### config.mk
export PLATFORM = sky130hd
export DESIGN_NAME = sstc_top
export DESIGN_NICKNAME = d
export VERILOG_FILES = /design/src/sstc_pkg.sv /design/src/sstc_top.sv
export SDC_FILE = /design/constraint.sdc
export NUM_CORES = 1
export LEC_CHECK = 0
export ABC_AREA = 1
export BUFFER_PORTS_ARGS = -buffer_cell sky130_fd_sc_hd__buf_4
export CAP_MARGIN = 15
export CORE_ASPECT_RATIO = 0.75
export CORE_MARGIN = 10
export CORE_UTILIZATION = 28
export CTS_BUF_LIST = sky130_fd_sc_hd__clkbuf_8
export CTS_CLUSTER_SIZE = 24
export DETAILED_ROUTE_END_ITERATION = 10
export SLEW_MARGIN = 10
export SYNTH_ARGS = -nofsm -noshare
export SYNTH_HDL_FRONTEND = slang
export SYNTH_SLANG_ARGS = --single-unit
### constraint.sdc
create_clock -name clock -period 2.5 [get_ports clock]
set_clock_uncertainty 0.2 [all_clocks]
set_input_delay 0.125 -clock clock [delete_from_list [all_inputs] [get_ports clock]]
set_output_delay 0.125 -clock clock [all_outputs]
set_load 0.05 [all_outputs]
### src/sstc_pkg.sv
// package: constants and carrier types for the spin sector timing control block
package sstc_pkg;
  localparam int CNT_W        = 11;
  localparam int SECTOR_W     = 7;
  localparam int SECTOR_LSB   = 4;
  localparam int CLK_HZ       = 40000000;
  localparam int AD_PULSE_NS  = 4000;
  localparam int AD_START_NS  = 8000;
  localparam int AD_RATE_HZ   = 81920;
  localparam int DELAY_MS     = 32;
  localparam int AD_PULSE_CYC = (AD_PULSE_NS * (CLK_HZ / 1000000)) / 1000;
  localparam int AD_START_CYC = (AD_START_NS * (CLK_HZ / 1000000) + 999) / 1000;
  localparam int AD_PERIOD_CYC = CLK_HZ / AD_RATE_HZ;
  localparam int DELAY_CYC    = DELAY_MS * (CLK_HZ / 1000);
  localparam logic [CNT_W-1:0] CNT_ZERO = 11'h000;
  localparam logic [CNT_W-1:0] CNT_LAST = 11'h7ff;

  typedef struct packed {
    logic sec_0_15;
    logic sec_1;
    logic sec_2_7;
    logic sec_10;
    logic sec_15;
    logic sec_64_79;
    logic sec_16_80;
    logic sec_selected;
  } sstc_strobe_t;

  typedef struct packed {
    logic overflow;
    logic stage1;
    logic stage2;
  } sstc_lock_t;
endpackage

### src/sstc_top.sv
// module: revolution counter, frequency lock, sun pulse delay path and a/d clock
`timescale 1ns/1ps
// Functional notes
// - count oscillator ticks in an eleven-bit counter, 2048 counts per revolution.
// - every sun pulse clears the revolution counter to zero.
// - every sun pulse realigns the oscillator tick phase.
// - sun pulse one-shot clears counter and overflow flag.
// - counter wrapping before next sun pulse sets the overflow flag.
// - with overflow, first sun pulse sets stage two, second sets stage one.
// - stage two is the steering command: set lowers, clear raises frequency.
// - without overflow the next two sun pulses clear both stages in turn.
// - both stage outputs are available as lock status.
// - oscillator squared by a toggle flop whose inverse clocks the counter; the a/d logic runs from the system clock.
// - a/d clock gives 4 us pulses at 81.92 kilopulses per second.
// - first a/d pulse comes 8 us after the start command.
// - mode-change pulse sets path select, passing interface sun pulse straight through.
// - direct path passes interface pulse and blocks the delayed one-shot.
// - each interface sun pulse toggles a flop whose rise starts the delay.
// - the falling end of the delay interval fires a one-shot.
// - next mode-change pulse clears path select, routing the delayed pulse out.
// - delayed mode issues sun pulse 32 ms after every second interface pulse.
// - revolution divided into 128 sectors numbered 0 to 127.
// - each sector is 16 counts, sector number is upper seven bits.
// - counter bits are decoded into sector strobes.
module sstc_top #(
  parameter int DELAY_CYCLES = sstc_pkg::DELAY_CYC
) (
  input  wire logic                         clock,
  input  wire logic                         rst_n,
  input  wire logic                         clk_en,
  input  wire logic                         osc_in,
  input  wire logic                         iface_sun_pulse,
  input  wire logic                         delayed_sun_mode_toggle,
  input  wire logic                         ad_start,
  output logic [sstc_pkg::CNT_W-1:0]        count_out,
  output logic [sstc_pkg::SECTOR_W-1:0]     sector_out,
  output sstc_pkg::sstc_strobe_t            strobes,
  output sstc_pkg::sstc_lock_t              lock_status,
  output logic                              freq_lower,
  output logic                              sun_pulse,
  output logic                              osc_tick_n,
  output logic                              ad_clock
);
  import sstc_pkg::*;

  typedef enum logic [1:0] {AD_IDLE, AD_WAIT, AD_RUN} sstc_ad_t;

  // three-stage input synchronisers; a change counts when stages two and three agree
  logic [2:0] osc_s_r, isp_s_r, mode_s_r, start_s_r;
  logic       osc_q_r, isp_q_r, mode_q_r, start_q_r;
  always_ff @(posedge clock) begin
    if (!rst_n) begin
      osc_s_r   <= 3'h0;
      isp_s_r   <= 3'h0;
      mode_s_r  <= 3'h0;
      start_s_r <= 3'h0;
    end else if (clk_en) begin
      osc_s_r   <= {osc_s_r[1:0], osc_in};
      isp_s_r   <= {isp_s_r[1:0], iface_sun_pulse};
      mode_s_r  <= {mode_s_r[1:0], delayed_sun_mode_toggle};
      start_s_r <= {start_s_r[1:0], ad_start};
    end
  end

  always_ff @(posedge clock) begin
    if (!rst_n) begin
      osc_q_r   <= 1'b0;
      isp_q_r   <= 1'b0;
      mode_q_r  <= 1'b0;
      start_q_r <= 1'b0;
    end else if (clk_en) begin
      if (osc_s_r[1] == osc_s_r[2]) osc_q_r <= osc_s_r[2];
      if (isp_s_r[1] == isp_s_r[2]) isp_q_r <= isp_s_r[2];
      if (mode_s_r[1] == mode_s_r[2]) mode_q_r <= mode_s_r[2];
      if (start_s_r[1] == start_s_r[2]) start_q_r <= start_s_r[2];
    end
  end

  logic isp_rise, mode_rise, start_rise, osc_rise;
  assign isp_rise   = (isp_s_r[1] == isp_s_r[2]) && isp_s_r[2] && !isp_q_r;
  assign mode_rise  = (mode_s_r[1] == mode_s_r[2]) && mode_s_r[2] && !mode_q_r;
  assign start_rise = (start_s_r[1] == start_s_r[2]) && start_s_r[2] && !start_q_r;
  assign osc_rise   = (osc_s_r[1] == osc_s_r[2]) && osc_s_r[2] && !osc_q_r;

  // path select and delay path
  logic path_direct_r, delay_tog_r, delay_tog_d_r, delay_run_r, delay_run_d_r;
  logic [31:0] delay_cnt_r;
  always_ff @(posedge clock) begin
    if (!rst_n) begin
      path_direct_r <= 1'b1;
    end else if (clk_en && mode_rise) begin
      path_direct_r <= !path_direct_r;
    end
  end

  always_ff @(posedge clock) begin
    if (!rst_n) begin
      delay_tog_r   <= 1'b0;
      delay_tog_d_r <= 1'b0;
    end else if (clk_en) begin
      if (isp_rise) delay_tog_r <= !delay_tog_r;
      delay_tog_d_r <= delay_tog_r;
    end
  end

  // a second pulse during a running delay leaves it running; only the rising toggle starts or restarts it
  always_ff @(posedge clock) begin
    if (!rst_n) begin
      delay_run_r <= 1'b0;
      delay_cnt_r <= 32'h0;
    end else if (clk_en) begin
      if (delay_tog_r && !delay_tog_d_r) begin
        delay_run_r <= 1'b1;
        delay_cnt_r <= 32'h0;
      end else if (delay_run_r) begin
        if (delay_cnt_r == 32'(DELAY_CYCLES - 2)) delay_run_r <= 1'b0;
        delay_cnt_r <= delay_cnt_r + 32'h1;
      end
    end
  end

  logic delay_shot, int_sun;
  always_ff @(posedge clock) begin
    if (!rst_n) delay_run_d_r <= 1'b0;
    else if (clk_en) delay_run_d_r <= delay_run_r;
  end
  assign delay_shot = delay_run_d_r && !delay_run_r;
  assign int_sun    = path_direct_r ? isp_rise : delay_shot;

  always_ff @(posedge clock) begin
    if (!rst_n) sun_pulse <= 1'b0;
    else if (clk_en) sun_pulse <= int_sun;
  end

  // squared oscillator kept inverted in its own flop, so the pin comes straight from a register
  always_ff @(posedge clock) begin
    if (!rst_n) osc_tick_n <= 1'b1;
    else if (clk_en) begin
      if (int_sun) osc_tick_n <= 1'b1;
      else if (osc_rise) osc_tick_n <= !osc_tick_n;
    end
  end
  logic tick;
  assign tick = osc_rise && !int_sun && !osc_tick_n;

  logic [CNT_W-1:0] cnt_r;
  logic ovf_r, st1_r, st2_r;
  always_ff @(posedge clock) begin
    if (!rst_n) cnt_r <= CNT_ZERO;
    else if (clk_en) begin
      if (int_sun) cnt_r <= CNT_ZERO;
      else if (tick) cnt_r <= cnt_r + 11'h001;
    end
  end

  always_ff @(posedge clock) begin
    if (!rst_n) ovf_r <= 1'b0;
    else if (clk_en) begin
      if (int_sun) ovf_r <= 1'b0;
      else if (tick && cnt_r == CNT_LAST) ovf_r <= 1'b1;
    end
  end

  // shift register samples the overflow of the revolution just ended
  always_ff @(posedge clock) begin
    if (!rst_n) begin
      st1_r <= 1'b0;
      st2_r <= 1'b0;
    end else if (clk_en && int_sun) begin
      st2_r <= ovf_r;
      st1_r <= st2_r;
    end
  end

  always_ff @(posedge clock) begin
    if (!rst_n) freq_lower <= 1'b0;
    else if (clk_en && int_sun) freq_lower <= ovf_r;
  end

  // sector decode
  logic [SECTOR_W-1:0] sec;
  assign sec = cnt_r[CNT_W-1:SECTOR_LSB];
  sstc_strobe_t stb;
  always_comb begin
    stb = '0;
    stb.sec_0_15     = (sec <= 7'h0f);
    stb.sec_1        = (sec == 7'h01);
    stb.sec_2_7      = (sec >= 7'h02) && (sec <= 7'h07);
    stb.sec_10       = (sec == 7'h0a);
    stb.sec_15       = (sec == 7'h0f);
    stb.sec_64_79    = (sec >= 7'h40) && (sec <= 7'h4f);
    stb.sec_16_80    = (sec == 7'h10) || (sec == 7'h50);
    stb.sec_selected = stb.sec_16_80 || stb.sec_64_79 || (sec == 7'h28) || (sec == 7'h38)
                       || (sec == 7'h58) || (sec == 7'h68) || (sec == 7'h7e);
  end

  always_ff @(posedge clock) begin
    if (!rst_n) begin
      count_out   <= CNT_ZERO;
      sector_out  <= 7'h00;
      strobes     <= '0;
      lock_status <= '0;
    end else if (clk_en) begin
      count_out   <= cnt_r;
      sector_out  <= sec;
      strobes     <= stb;
      lock_status <= '{overflow: ovf_r, stage1: st1_r, stage2: st2_r};
    end
  end

  // a/d clock: start gated, fixed rate
  sstc_ad_t  ad_st_r;
  logic [15:0] ad_cnt_r;
  always_ff @(posedge clock) begin
    if (!rst_n) begin
      ad_st_r  <= AD_IDLE;
      ad_cnt_r <= 16'h0;
      ad_clock <= 1'b0;
    end else if (clk_en) begin
      case (ad_st_r)
        AD_IDLE: begin
          ad_clock <= 1'b0;
          if (start_rise) begin
            ad_st_r  <= AD_WAIT;
            ad_cnt_r <= 16'h0;
          end
        end
        AD_WAIT: begin
          ad_cnt_r <= ad_cnt_r + 16'h1;
          if (ad_cnt_r == 16'(AD_START_CYC - 1)) begin
            ad_st_r  <= AD_RUN;
            ad_cnt_r <= 16'h0;
            ad_clock <= 1'b1;
          end
        end
        AD_RUN: begin
          ad_cnt_r <= (ad_cnt_r == 16'(AD_PERIOD_CYC - 1)) ? 16'h0 : ad_cnt_r + 16'h1;
          ad_clock <= (ad_cnt_r == 16'(AD_PERIOD_CYC - 1))
                      || (ad_cnt_r < 16'(AD_PULSE_CYC - 1));
        end
        default: ad_st_r <= AD_IDLE;
      endcase
    end
  end

  a_cnt_clear: assert property (@(posedge clock) disable iff (!rst_n)
    clk_en && int_sun |=> cnt_r == CNT_ZERO && !ovf_r)
    else $error("counter not cleared by sun pulse");
  a_ovf_set: assert property (@(posedge clock) disable iff (!rst_n)
    clk_en && tick && cnt_r == CNT_LAST && !int_sun |=> ovf_r)
    else $error("overflow not flagged on wrap");
  a_stage_shift: assert property (@(posedge clock) disable iff (!rst_n)
    clk_en && int_sun |=> st2_r == $past(ovf_r) && st1_r == $past(st2_r))
    else $error("shift stages wrong after sun pulse");
  a_steer_match: assert property (@(posedge clock) disable iff (!rst_n)
    clk_en && int_sun |=> freq_lower == st2_r)
    else $error("steering level differs from stage two");
  a_direct_path: assert property (@(posedge clock) disable iff (!rst_n)
    clk_en && path_direct_r && isp_rise |=> sun_pulse)
    else $error("direct sun pulse not passed");
  a_delay_blocked: assert property (@(posedge clock) disable iff (!rst_n)
    clk_en && path_direct_r && delay_shot && !isp_rise |=> !sun_pulse)
    else $error("delayed pulse leaked in direct mode");
  a_delay_start: assert property (@(posedge clock) disable iff (!rst_n)
    clk_en && delay_tog_r && !delay_tog_d_r |=> delay_run_r && delay_cnt_r == 32'h0)
    else $error("delay not started");
  a_sector_map: assert property (@(posedge clock) disable iff (!rst_n)
    clk_en |=> sector_out == count_out[CNT_W-1:SECTOR_LSB])
    else $error("sector not upper counter bits");
  a_ad_first: assert property (@(posedge clock) disable iff (!rst_n)
    ad_st_r == AD_WAIT && clk_en && ad_cnt_r == 16'(AD_START_CYC - 1) |=> ad_clock)
    else $error("first a/d pulse late");
  a_count_step: assert property (@(posedge clock) disable iff (!rst_n)
    clk_en && tick |=> cnt_r == $past(cnt_r) + 11'h001)
    else $error("counter did not advance on tick");
  a_tick_realign: assert property (@(posedge clock) disable iff (!rst_n)
    clk_en && int_sun |=> osc_tick_n)
    else $error("oscillator phase not realigned by sun pulse");
  a_stage_hold: assert property (@(posedge clock) disable iff (!rst_n)
    !(clk_en && int_sun) |=> $stable(st1_r) && $stable(st2_r))
    else $error("shift stages moved without sun pulse");
  a_steer_hold: assert property (@(posedge clock) disable iff (!rst_n)
    !(clk_en && int_sun) |=> $stable(freq_lower))
    else $error("steering level moved without sun pulse");
  a_lock_out: assert property (@(posedge clock) disable iff (!rst_n)
    clk_en |=> lock_status == {$past(ovf_r), $past(st1_r), $past(st2_r)})
    else $error("lock status does not follow its flags");
  a_mode_toggle: assert property (@(posedge clock) disable iff (!rst_n)
    clk_en && mode_rise |=> path_direct_r != $past(path_direct_r))
    else $error("path select not toggled by mode change");
  a_delayed_pass: assert property (@(posedge clock) disable iff (!rst_n)
    clk_en && !path_direct_r && delay_shot |=> sun_pulse)
    else $error("delayed pulse not passed in delayed mode");
  a_direct_blocked: assert property (@(posedge clock) disable iff (!rst_n)
    clk_en && !path_direct_r && isp_rise && !delay_shot |=> !sun_pulse)
    else $error("interface pulse leaked in delayed mode");
  a_delay_end: assert property (@(posedge clock) disable iff (!rst_n)
    clk_en && delay_run_r && !(delay_tog_r && !delay_tog_d_r)
      && delay_cnt_r == 32'(DELAY_CYCLES - 2) |=> !delay_run_r && delay_shot)
    else $error("delay end did not fire the one-shot");
  a_ad_period: assert property (@(posedge clock) disable iff (!rst_n)
    ad_st_r == AD_RUN && clk_en && ad_cnt_r == 16'(AD_PERIOD_CYC - 1)
      |=> ad_clock && ad_cnt_r == 16'h0)
    else $error("a/d pulse not repeated at its period");
endmodule // sstc_top

# Word level (Yosys, flattened, before mapping)
# Index checks and enable logic that the tools add are counted.
# totals
elab_cells	142
reg_bits	117
inputBits	7
out_inout_bits	33
# op_classes
n_eq_ne	22
mux	21
bitwise	1
reduce_logical	53
add_sub_neg	3
n_lt_le_gt_ge	6
# op_table
op	n
2-to-1 mux 32 bit	2
2-to-1 mux 16 bit	3
case mux 16 bit (3 select lines)	1
adder 32 x 1 -> 32 bit, second input constant	1
== test 16 x 9 -> 1 bit, second input constant	2
== test 32 x 21 -> 1 bit, second input constant	1
== test 7 bit, second input constant	4
2-to-1 mux 11 bit	2
AND reduction 2 bit	9
logical AND 1 bit	17
adder 16 x 1 -> 16 bit, second input constant	1
less-than comparator 16 x 8 -> 1 bit, second input constant	1
== test 7 x 4 -> 1 bit, second input constant	2
== test 7 x 6 -> 1 bit, second input constant	2
adder 11 x 1 -> 11 bit, second input constant	1
== test 11 bit, second input constant	1
logical NOT 1 bit	10
2-to-1 mux 1 bit	9
logical OR 1 bit	8
nonzero test 2 bit	4
== test 7 x 1 -> 1 bit, second input constant	1
== test 7 x 5 -> 1 bit, second input constant	1
>= comparator 7 x 2 -> 1 bit, second input constant	1
>= comparator 7 bit, second input constant	1
15 further kinds	21

# Logic depth before layout (Yosys ltp)
# depth
ltp_word	10
depth_mapped	11

# Worst setup path before layout
# Ideal clock, no wire load.
# synth_path
kind	flip-flop to flip-flop
startpoint	register ad_st_r[0]
endpoint	register ad_cnt_r[12]
slack_ns	0.809
t_arrival_ns	1.420
synth_period_minus_slack_ns	1.691
setup_ns	0.070
required_ns	2.230
path_stages_with_launch	9
path_cell_list	dfxtp_1 > inv_1 > ha_1 > o21ai_1 > nand3_1 > clkbuf_1 > nor2_1 > nand3_1 > a21oi_1
# synth_via
elab_chain_len	3
# synth_lines
element	line_no	text
start: declaration	sstc_top.sv:212	sstc_ad_t ad_st_r;
start signal: assignment	sstc_top.sv:216	ad_st_r <= AD_IDLE;
start signal: assignment	sstc_top.sv:224	ad_st_r <= AD_WAIT;
start signal: assignment	sstc_top.sv:231	ad_st_r <= AD_RUN;
== test 2 x 1 -> 1 bit (tied with other cells)	sstc_top.sv:220	case (ad_st_r)
nonzero test 3 bit (no source line) / inequality test 2 bit (equally long branches)	n/a	
AND reduction 3 bit (no source line)	n/a	
end signal: assignment	sstc_top.sv:229	ad_cnt_r <= ad_cnt_r + 16'h1;
end signal: assignment	sstc_top.sv:237	ad_cnt_r <= (ad_cnt_r == 16'(AD_PERIOD_CYC - 1)) ? 16'h0 : ad_cnt_r + 16'h1;
end: declaration	sstc_top.sv:213	logic [15:0] ad_cnt_r;
# Parallel ways exist; a longest one is shown, timed or not.
# A chain may end at the register's enable or synchronous reset.

# Worst setup path after layout
# layout_path
startpoint	register ad_st_r[0]
endpoint	register ad_cnt_r[2]
# Same word-level chain as after synthesis.

==> results.cfg <==
[status]
status = finished clean

[sta]
setup_viol = 0
hold_ws_ps = 273
min_period_ps = 2180
period_share = 0.874
grt_setup_unrepaired = no
drv_slew = 0
setup-tns-final_ps = 0
tightest_slew_ps = 478
hold_violations = 0
fmax_mhz = 458
slew-limit-headroom = 0.678

[layout]
drive_gt1_frac = 0.103
stdcell_count = 1054
design_area_sq_um = 6130
diodes = 0
final_nets = 821
area_growth_pct = 15.5

[grt]
antenna_found_initial = 0
grt_pass1_wl_microns = 22000
grt_max_degree = 30
overflow = 0
track_usage = 0.104
grt_pass1_vias = 4397

[power_and_ir_drop]
swShare = 0.299
seq_power_share = 0.551
power_frac_clock = 0.347
p_leak_nw = 2.39
pwr_density_cell_nw_per_um2 = 537
ir_drop_mv = 0.321
p_sw_w = 0.000983
comb_power_share = 0.102
intPower_w = 0.00231
p_total_w = 0.00329

[route]
drt-pass1-iter-count = 5
wl_microns = 12800
vias = 4847
initialDrtViolationCount = 306
via_per_inst = 4.60
route.detailed.drc = 0
routedWlPerCell_microns = 12.2
drtAntennaViolNets = 0

[worst_setup_path]
r2r_setup_slack_ps = 320
critPathTopFamily = simple AND/OR/NAND/NOR gates
crit_buf_inv = 2
cp_max_fo = 13
arrival_ps = 2260
critPathKind = flop to flop
crit_required_ps = 2580
crit_path_cell_trace = inv_1 > ha_1 > o21ai_1 > nand3_1 > inv_1 > nand2_1 > nand2_2 > nor2_1
crit_path_max_incr_delay_ps = 380
cp_slowest_cell = dfxtp_1
startpoint_type = flop
end_kind = flop
cpMostUsedCell = inv_1

[clock_tree]
root_buffer = clkbuf_8
h-tree-depth = 3
cts_tree = done
clk_latency_ps = 400
cts_buffer_depth = 2
numCtsBuffers = 9
post_cts_buffers = 0
clkTransAtPathRegs_ps = 140
clock_sinks = 110

[synthesis]
postSynth.asyncResetShare = 0
syn_avg_cell_area_sq_um = 6.95
synth_top_area_cell = dfxtp_1
synthFlopType = dfxtp_1
ys_seq_elements = 110
synth_cells = 764
synth_area_leaders = dfxtp_1 (41%), nand2_1 (9.9%), nor2_1 (9.8%)
syn_area_sq_um = 5310
synth_cell_type_count = 39
synth_enable_flop_cells = 0
synth_seq_area_share = 0.415
synth_top_cell_area_share = 0.415
synth_nets = 783
yosys_warnings = 0

[die]
ios = 40
initial_core_util = 0.286
die_area_sq_um = 24900
die_w_microns = 179
rows = 43
die_h_microns = 139
coreArea_sq_um = 18600

[place]
dp_hpwl_microns = 9290
globalplace.congestion = 0.852
dp_cells = 1028
placed_area_sq_um = 5820
portBuffers = 39

[min_path]
hp-class = flop to flop

[job]
cap_violations = 0
[cell usage in the layout (no fill, tap or decap), drive strengths merged]
master,n
nand3b,4
nor3,22
a41oi,1
nand4,22
dlygate4sd3,10
a31oi,3
a211oi,1
dfxtp,110
or2,1
a21oi,64
nand2,144
nor2,144
xor2,6
clkinv,3
clkbuf,9
xnor2,1
o21ai,65
and2,1
o311a,3
nand3,49
buf,45
inv,84
and3,1
ha,12
a31o,1
o31ai,1
[logic make-up after synthesis]
logic type	synth area share
AND/OR/NAND/NOR	0.326
AO/OA/AOI/OAI	0.137
flip-flops	0.415
buffers and inverters	0.0827
adder cells (fa/ha/maj)	0.0283
XOR/XNOR	0.0116
[power groups by stage]
stage                     Combinational [W]  Sequential, W  Clock (W)
after floorplan                    0.000189        0.00190          0
after global placement             0.000319        0.00185          0
after detailed placement           0.000322        0.00185          0
after CTS                          0.000336        0.00181    0.00120
after global routing               0.000373        0.00182    0.00126
final                              0.000335        0.00181    0.00114
[final timing paths]
kind	from	to	cells past startpoint
min	delay_run_d_r$_SDFFE_PN0P_	delay_run_d_r$_SDFFE_PN0P_	2
max reg2reg	ad_st_r[0]$_SDFFE_PN0P_	ad_cnt_r[2]$_SDFFE_PN0P_	8
min reg2reg	delay_run_d_r$_SDFFE_PN0P_	delay_run_d_r$_SDFFE_PN0P_	2
max	ad_st_r[0]$_SDFFE_PN0P_	ad_cnt_r[2]$_SDFFE_PN0P_	8
[cells in the mapped netlist (2+ instances only)]
cell      instances
inv_2             2
a21oi_1          64
a31oi_1           3
inv_1            77
nor2_4            2
nor3_2            2
nand2_1         140
nand3b_1          4
buf_1             2
o21ai_1           6
buf_2             3
ha_1             12
o311a_1           3
clkbuf_1         15
o21ai_0          59
nor2_2            4
xor2_1            6
nand3_1          46
nand2_2           3
nand4_1          20
dfxtp_1         110
nor3_1           19
buf_4             8
nor2_1          138
nand3_2           2
[metal layers]
layer / part of all wire / global-route usage / vias up
met1: 0.55 / 0.159 / 2187
met2: 0.39 / 0.140 / 82
met4: 0.0086 / 0.0234 / 0
li1: - / - / 2569
met5: 0 / 0 / -
met3: 0.046 / 0.0260 / 9
[what timing repair did]
item                                   CTS  global route
endpoints found under the hold margin   25             0
setup endpoints to repair                0             1
gates resized for setup                  0             1
hold buffers                            10             0
[worst min-delay path, delay by kind of cell, from the launching register on]
kind | cells | cell delay [ps]
and+or+nand+nor | 1 | 60
DFF | 1 | 330
AOI/OAI and AO/OA | 1 | 50
[metrics by stage]
step	worst slack [ps]	utilization
finish	316	0.330
global route	70.3	0.330
CTS	258	0.330
detailed placement	285	0.313
global placement	374	0.313
floorplan	809	-
[flip-flops by register name, indices dropped and copies added (netlist names), 2 cells and up]
signal / flops
delay_cnt_r: 32
ad_cnt_r: 16
cnt_r: 11
count_out: 11
strobes: 8
isp_s_r: 3
lock_status: 3
mode_s_r: 3
osc_s_r: 3
start_s_r: 3
ad_st_r: 2
[cell type report]
cell class,count,area [sq um]
clock buffer,9,124
clock inverter,7,88.8
fill,1999,12400
inverter,80,300
multi-input combinational,546,2670
sequential,110,2200
tap,247,309
timing repair buffer,55,438
Power figures use the tool's default switching activity.
